===== src/rtl/jtdr_params.svh =====
// Constants for the boundary-scan test data registers
`ifndef JTDR_PARAMS_SVH
`define JTDR_PARAMS_SVH
// Instruction width and codes
`define JTDR_IR_W 3
`define JTDR_IR_EXTEST 3'h0
`define JTDR_IR_IDCODE 3'h1
`define JTDR_IR_SAMPLE 3'h2
`define JTDR_IR_CLAMP 3'h3
`define JTDR_IR_HIGHZ 3'h4
`define JTDR_IR_BYPASS 3'h7
// Identification word layout
`define JTDR_ID_W 32
`define JTDR_ID_REV_LSB 28
`define JTDR_ID_DEV_LSB 12
`define JTDR_ID_MFR_LSB 1
`define JTDR_ID_MARK_BIT 0
`define JTDR_ID_MARK 1'h1
// Default boundary chain length
`define JTDR_BSR_LEN 8
// Reset values
`define JTDR_BYP_RST 1'h0
`endif


===== src/rtl/jtdr_pkg.sv =====
// Types shared by the test data register block
package jtdr_pkg;
	// Tap state codes supplied by the neighbouring controller
	typedef enum logic [3:0] {
		JTDR_TLR = 4'h0,
		JTDR_RTI = 4'h1,
		JTDR_SEL_DR = 4'h2,
		JTDR_CAP_DR = 4'h3,
		JTDR_SHF_DR = 4'h4,
		JTDR_EX1_DR = 4'h5,
		JTDR_PAU_DR = 4'h6,
		JTDR_EX2_DR = 4'h7,
		JTDR_UPD_DR = 4'h8,
		JTDR_SEL_IR = 4'h9,
		JTDR_CAP_IR = 4'hA,
		JTDR_SHF_IR = 4'hB,
		JTDR_EX1_IR = 4'hC,
		JTDR_PAU_IR = 4'hD,
		JTDR_EX2_IR = 4'hE,
		JTDR_UPD_IR = 4'hF
	} jtdr_tap_t;
	// Register chosen for the serial path
	typedef enum logic [1:0] {
		JTDR_SEL_BYP = 2'h0,
		JTDR_SEL_BSR = 2'h1,
		JTDR_SEL_IDR = 2'h2
	} jtdr_sel_t;
	// Controller view handed in with the instruction
	typedef struct packed {
		jtdr_tap_t state;
		logic [2:0] instr;
	} jtdr_ctl_t;
endpackage : jtdr_pkg


===== src/rtl/jtdr_edge_sync.sv =====
// Two-flop synchroniser with rising and falling edge pulses
`timescale 1ns/10ps
module jtdr_edge_sync (
	input wire logic clk,
	input wire logic srst,
	input wire logic ce,
	input wire logic din,
	output logic level,
	output logic rise,
	output logic fall
);
	logic meta;
	logic sync;
	logic prev;
	logic next_meta;
	logic next_sync;
	logic next_prev;

	// Next values; only sync and prev are looked at past the first flop
	always_comb begin
		next_meta = din;
		next_sync = meta;
		next_prev = sync;
	end

	// Freeze while the clock enable is low
	always_ff @(posedge clk) begin
		if (srst) begin
			meta <= 1'h0;
			sync <= 1'h0;
			prev <= 1'h0;
		end else if (ce) begin
			meta <= next_meta;
			sync <= next_sync;
			prev <= next_prev;
		end
	end

	// Edge pulses last one enabled cycle
	assign level = sync;
	assign rise = sync & ~prev;
	assign fall = ~sync & prev;
endmodule : jtdr_edge_sync


===== src/rtl/jtdr_test_data_regs.sv =====
// Bypass, boundary scan and identification registers behind the test port
// Operation
// - Bypass register is one bit, a short path from serial in to out.
// - Bypass is in the path for BYPASS, CLAMP and HIGHZ.
// - Boundary register: shift path plus separately latched parallel output.
// - Identification register: 32-bit shift stage with 32-bit latched output.
// - Identification register selected for IDCODE and in logic-reset state.
// - Fixed identity word: revision, device code, maker code, mark bit one.
// - Instructions are three bits: BYPASS 111, IDCODE 001, HIGHZ 100, CLAMP 011.
// - Capture state loads the identity word into the selected identification register.
// - Shift state moves only the selected register one stage per rising edge.
`timescale 1ns/10ps
`include "jtdr_params.svh"
module jtdr_test_data_regs #(
	parameter int BSR_LEN = `JTDR_BSR_LEN,
	parameter logic [3:0] ID_REV = 4'h0, // Arbitrary value
	parameter logic [15:0] ID_DEV = 16'h1234, // Arbitrary value
	parameter logic [10:0] ID_MFR = 11'h055 // Arbitrary value
) (
	input wire logic clk,
	input wire logic srst,
	input wire logic ce,
	input wire logic test_clock_pin,
	input wire logic test_serial_in,
	input wire jtdr_pkg::jtdr_ctl_t ctl,
	input wire logic [BSR_LEN-1:0] bsr_capture,
	output logic test_serial_out,
	output logic [BSR_LEN-1:0] bsr_parallel,
	output logic [`JTDR_ID_W-1:0] id_parallel,
	output logic outputs_highz,
	output logic outputs_from_bsr
);
	// ********************************
	// Checks
	// ********************************
	// The shift stage slices one bit off the bottom, so a single-cell chain cannot work
	if (BSR_LEN < 2) begin : g_bad_len
		$error("BSR_LEN must be at least 2");
	end

	// Field widths must tile the identity word with the mark bit at the bottom
	if ((`JTDR_ID_REV_LSB + $bits(ID_REV) != `JTDR_ID_W) ||
			(`JTDR_ID_DEV_LSB + $bits(ID_DEV) != `JTDR_ID_REV_LSB) ||
			(`JTDR_ID_MFR_LSB + $bits(ID_MFR) != `JTDR_ID_DEV_LSB) ||
			(`JTDR_ID_MARK_BIT + 1 != `JTDR_ID_MFR_LSB)) begin : g_bad_id
		$error("identity fields do not fill the word");
	end

	// Mark bit at the bottom so it leaves first on the serial out
	localparam logic [`JTDR_ID_W-1:0] ID_WORD = {ID_REV, ID_DEV, ID_MFR, `JTDR_ID_MARK};

	// ********************************
	// Pin sampling
	// ********************************
	// Limitation: the test clock must stay high and low for at least three system clocks,
	// since each edge needs two synchroniser flops and one compare before it is seen
	logic tck_rise;
	logic tck_fall;
	logic tdi_lvl;

	jtdr_edge_sync u_tck (
		.clk(clk),
		.srst(srst),
		.ce(ce),
		.din(test_clock_pin),
		.level(),
		.rise(tck_rise),
		.fall(tck_fall)
	);

	// Data sampled with the same latency as the clock, so it lines up at the edge
	jtdr_edge_sync u_tdi (
		.clk(clk),
		.srst(srst),
		.ce(ce),
		.din(test_serial_in),
		.level(tdi_lvl),
		.rise(),
		.fall()
	);

	// ********************************
	// Selection
	// ********************************
	// Decodes the instruction; used for path and serial out selection, not for pin control
	// Logic-reset acts as an identity read, so a freshly reset tester sees the identity first
	function automatic jtdr_pkg::jtdr_sel_t sel_of(input jtdr_pkg::jtdr_ctl_t c);
		if (c.state == jtdr_pkg::JTDR_TLR) begin
			sel_of = jtdr_pkg::JTDR_SEL_IDR;
		end else begin
			case (c.instr)
				`JTDR_IR_IDCODE: sel_of = jtdr_pkg::JTDR_SEL_IDR;
				`JTDR_IR_EXTEST,
				`JTDR_IR_SAMPLE: sel_of = jtdr_pkg::JTDR_SEL_BSR;
				`JTDR_IR_BYPASS,
				`JTDR_IR_CLAMP,
				`JTDR_IR_HIGHZ: sel_of = jtdr_pkg::JTDR_SEL_BYP;
				default: sel_of = jtdr_pkg::JTDR_SEL_BYP;
			endcase
		end
	endfunction : sel_of

	jtdr_pkg::jtdr_sel_t sel;
	logic cap;
	logic shf;
	logic upd;
	assign sel = sel_of(ctl);
	// Capture and shift act on the detected rise, with the controller state of that cycle
	assign cap = tck_rise && (ctl.state == jtdr_pkg::JTDR_CAP_DR);
	assign shf = tck_rise && (ctl.state == jtdr_pkg::JTDR_SHF_DR);
	// Parallel latches load on the falling test clock edge in update
	assign upd = tck_fall && (ctl.state == jtdr_pkg::JTDR_UPD_DR);

	// ********************************
	// Shift stages
	// ********************************
	logic byp;
	logic [BSR_LEN-1:0] bsr_sh;
	logic [`JTDR_ID_W-1:0] id_sh;
	logic next_byp;
	logic [BSR_LEN-1:0] next_bsr_sh;
	logic [`JTDR_ID_W-1:0] next_id_sh;
	logic [BSR_LEN-1:0] next_bsr_parallel;
	logic [`JTDR_ID_W-1:0] next_id_parallel;
	logic next_tdo;

	// Capture and shift; unselected registers hold
	// Latches copy the shift stage only in update, so the parallel side never ripples while shifting
	always_comb begin
		next_byp = byp;
		next_bsr_sh = bsr_sh;
		next_id_sh = id_sh;
		next_bsr_parallel = bsr_parallel;
		next_id_parallel = id_parallel;
		next_tdo = test_serial_out;
		case (sel)
			jtdr_pkg::JTDR_SEL_BYP: begin
				if (cap) begin
					next_byp = 1'h0;
				end else if (shf) begin
					next_byp = tdi_lvl;
				end
			end
			jtdr_pkg::JTDR_SEL_BSR: begin
				if (cap) begin
					next_bsr_sh = bsr_capture;
				end else if (shf) begin
					next_bsr_sh = {tdi_lvl, bsr_sh[BSR_LEN-1:1]};
				end
				if (upd) begin
					next_bsr_parallel = bsr_sh;
				end
			end
			jtdr_pkg::JTDR_SEL_IDR: begin
				if (cap) begin
					next_id_sh = ID_WORD;
				end else if (shf) begin
					next_id_sh = {tdi_lvl, id_sh[`JTDR_ID_W-1:1]};
				end
				if (upd) begin
					next_id_parallel = id_sh;
				end
			end
			default: begin
				next_byp = byp;
			end
		endcase
		// Output changes on the falling edge, stable for the tester's rising sample
		if (tck_fall) begin
			case (sel)
				jtdr_pkg::JTDR_SEL_BYP: next_tdo = byp;
				jtdr_pkg::JTDR_SEL_BSR: next_tdo = bsr_sh[0];
				jtdr_pkg::JTDR_SEL_IDR: next_tdo = id_sh[0];
				default: next_tdo = byp;
			endcase
		end
	end

	// Registers only
	always_ff @(posedge clk) begin
		if (srst) begin
			byp <= `JTDR_BYP_RST;
			bsr_sh <= '0;
			id_sh <= '0;
			bsr_parallel <= '0;
			id_parallel <= '0;
			test_serial_out <= 1'h0;
		end else if (ce) begin
			byp <= next_byp;
			bsr_sh <= next_bsr_sh;
			id_sh <= next_id_sh;
			bsr_parallel <= next_bsr_parallel;
			id_parallel <= next_id_parallel;
			test_serial_out <= next_tdo;
		end
	end

	// ********************************
	// Output pin control
	// ********************************
	logic next_highz;
	logic next_from_bsr;

	// Flags are registered, so pin control follows an instruction change one cycle late
	// Reset state returns pins to normal operation
	always_comb begin
		next_highz = (ctl.state != jtdr_pkg::JTDR_TLR) && (ctl.instr == `JTDR_IR_HIGHZ);
		next_from_bsr = (ctl.state != jtdr_pkg::JTDR_TLR) &&
			((ctl.instr == `JTDR_IR_EXTEST) || (ctl.instr == `JTDR_IR_CLAMP));
	end

	// Registers only
	always_ff @(posedge clk) begin
		if (srst) begin
			outputs_highz <= 1'h0;
			outputs_from_bsr <= 1'h0;
		end else if (ce) begin
			outputs_highz <= next_highz;
			outputs_from_bsr <= next_from_bsr;
		end
	end
endmodule : jtdr_test_data_regs


===== config.mk =====
export PLATFORM = sky130hd
export DESIGN_NAME = jtdr_test_data_regs
export DESIGN_NICKNAME = d
export VERILOG_FILES = /design/src/rtl/jtdr_pkg.sv /design/src/rtl/jtdr_edge_sync.sv /design/src/rtl/jtdr_test_data_regs.sv
export VERILOG_INCLUDE_DIRS = /design/src /design/src/rtl
export SDC_FILE = /design/constraint.sdc
export NUM_CORES = 1
export LEC_CHECK = 0
export BUFFER_PORTS_ARGS = -buffer_cell sky130_fd_sc_hd__buf_2
export CORE_MARGIN = 3
export CORE_UTILIZATION = 35
export DETAILED_ROUTE_END_ITERATION = 10
export GPL_TIMING_DRIVEN = 0
export SLEW_MARGIN = 20
export SYNTH_ARGS = -nofsm -noshare
export SYNTH_HDL_FRONTEND = slang
export SYNTH_SLANG_ARGS = --single-unit

===== constraint.sdc =====
create_clock -name clk -period 5.25 [get_ports clk]
set_input_delay 1.05 -clock clk [delete_from_list [all_inputs] [get_ports clk]]
set_output_delay 1.05 -clock clk [all_outputs]
set_load 0.005 [all_outputs]

==> results.md <==
- Status: completed
- Gr usage total: about 15%
- Setup violators final: 0
- CP Capture Type: flop
- DR WL/cell: 13.0 µm
- Clock transition at the registers of the reported paths: 0.08 ns
- Power density over cell area: 292 nW/µm²
- Post-Route Setup TNS: 0 ns
- Chip height: ~100 µm
- IO buf count: 61
- Hold_buf cts: 0
- Synth area leaders: dfxtp_1, nand2_1, a21oi_1
- CTS Buf Count: 9
- DRC viols: 0
- Fmax: 364 MHz
- Initial antenna violation count: 0
- Remaining Overflow, GRT: 0
- CTS tree: built
- Lkg Pwr: approximately 1.6 nW
- Distinct cells, synth: 31
- DR iter-0 viols: 101
- # fillers: between 1000 and 1500
- Row count: 35
- Pre-antenna DRT Iters: 4
- Min cycle time layout: 2.75 ns
- Sequential area share after synthesis: a little over half
- Yosys warnings: 0
- Slew Limit Headroom: 62.6%
- Top Ports: between 60 and 70
- Worst Max-Slew Pin Slew: 0.560 ns
- Most frequent cell after synthesis: nand2_1
- Arr. time, crit path: ~3.0 ns
- Core area: approximately 9400 µm²
- Mapped cell area: 3410 µm²
- Syn Inst Count: 418
- Layout Skew: 0.00801 ns
- CTS H-tree depth: 3
- Max cap viols: 0
- First-pass GRT wire length: 13800 µm
- Vias in the first global route: 2891
- Starting Density: 36.4%
- CP max FO: 10
- Fin. max-slew vios: 0
- WS Path Type: in -> reg
- Tcrit/Tclk final: 52.4%
- Synth cell count leaders: nand2_1, dfxtp_1, a21oi_1
- Root buf cell: clkbuf_8
- Leading area contributor after synthesis: dfxtp_1
- Largest net degree at the start of global routing: 14
- Clock insertion delay at the later pin of the skew report: 0.35 ns
- Synth top area share: 52.2%
- Global placement routability congestion: 0.795
- Post_cts resized: 0
- Final #Nets: ~510
- Fin. Hold Viols: 0
- Detailed placement HPWL: a little under 6000 µm
- Chip Width: 105 µm
- Worst endpoint required time: ~5.5 ns
- RSZ-0062 raised after global routing: false
- Peak supply drop: about 0.00014 V
- Vias/cell: 4.84
- Utilization after layout: between 40% and 50%
- Register area: ~1800 µm²
- Antenna cell count: 0
- Routed vias: 3014
- Post-CTS Setup Bufs: 0
- Startpoint types: input port
- Drt total wl: 8070 µm
- Worst Hold Class: reg -> reg
- Share of cells above drive strength 1: between 10% and 20%
- Layout area overhead: 19.4%
- Ys async rst share: 0%
- Post-DRT Antenna Nets: 0
- Multi-input logic area: ~1500 µm²
- Die ar.: 11000 µm²
- Syn avg cell area: 8.17 µm²
- Synth Net Count: 441
- Flops & latches, synth: 89
- Post-synth EDFFs: 0
- Sink Count: 89
- Main synth FF type: dfxtp_1
- Clk buf depth: 2
[final timing paths]
kind | start | endpoint | slack [ns] | cells after the start
worst max-delay path | ctl[4] | id_sh[28] | 2.50 | 8
worst min-delay path | id_parallel[13] | id_parallel[13] | 0.45 | 2
worst max register to register | u_tck.level | id_sh[28] | 3.57 | 5
worst min register to register | id_parallel[13] | id_parallel[13] | 0.45 | 2
[registers in the layout (all words and copies together), names as in the netlist]
| signal | cells |
|---|---|
| outputs_highz | 1 |
| u_tck.meta | 1 |
| outputs_from_bsr | 1 |
| u_tdi.meta | 1 |
| u_tdi.level | 1 |
| u_tck.prev | 1 |
| id_sh | 32 |
| u_tck.level | 1 |
| bsr_sh | 8 |
| bsr_parallel | 8 |
| test_serial_out | 1 |
| byp | 1 |
| id_parallel | 32 |
[through the flow]
stage	total power, mW	setup WS, ns	cells	instance area (µm²)	hold slack [ns]
global route	1.24	2.28	623	4080	0.476
global placement	0.734	2.25	608	3880	0.444
CTS	1.20	2.51	623	4080	0.456
floorplan	0.718	2.62	418	3410	0.445
detailed placement	0.735	2.15	608	3880	0.441
finish	1.19	2.50	623	4080	0.452
[cell families (layout without fill, tap and decap cells)]
group	count (synthesis)	count (layout)	share of synthesized area, %
multiplexers	9	9	2.64
AND/OR/NAND/NOR	204	204	25.9
XOR/XNOR	1	1	0.257
AO/OA/AOI/OAI	78	78	13.3
flip-flops	89	89	52.2
buffers and inverters	34	110	4.66
adder cells (fa/ha/maj)	3	3	1.10
[cell type report]
class	instances	area share, %
multi-input combinational	295	36.1
timing repair buffer	61	7.49
inverter	2	0.184
tap	129	3.96
buffer	32	3.72
sequential	89	43.7
clock buffer	12	3.81
clock inverter	3	0.982
[per-layer routing]
metal  wire length, µm  track usage [%]
met2              3740             24.9
met5                 0                0
met1              3910             19.6
met3               344             4.20
met4                78             3.75
[power by group]
part	switching, mW	internal [mW]	total [mW]
logic	0.0261	0.0149	0.0409
clock network	0.229	0.242	0.471
registers	0.00144	0.676	0.678
total	0.256	0.934	1.19
[placed cells by master (no fill, tap or decap), types with 3 or more instances in the layout]
cell type,count
a21oi_1,64
a311oi_1,8
buf_2,77
clkbuf_1,14
clkbuf_8,11
dfxtp_1,89
ha_1,3
mux2i_1,9
nand2_1,120
nand3_1,23
nor2_1,29
nor3_1,21
[critical path, cell delays in order]
cell and delay (ns):
buf_2 0.13, nor4_1 0.49, or3_1 0.23, ha_1 0.26, o2111a_1 0.32, buf_2 0.27, nand3_1 0.12, a21oi_1 0.16
Power figures use the tool's default switching activity.
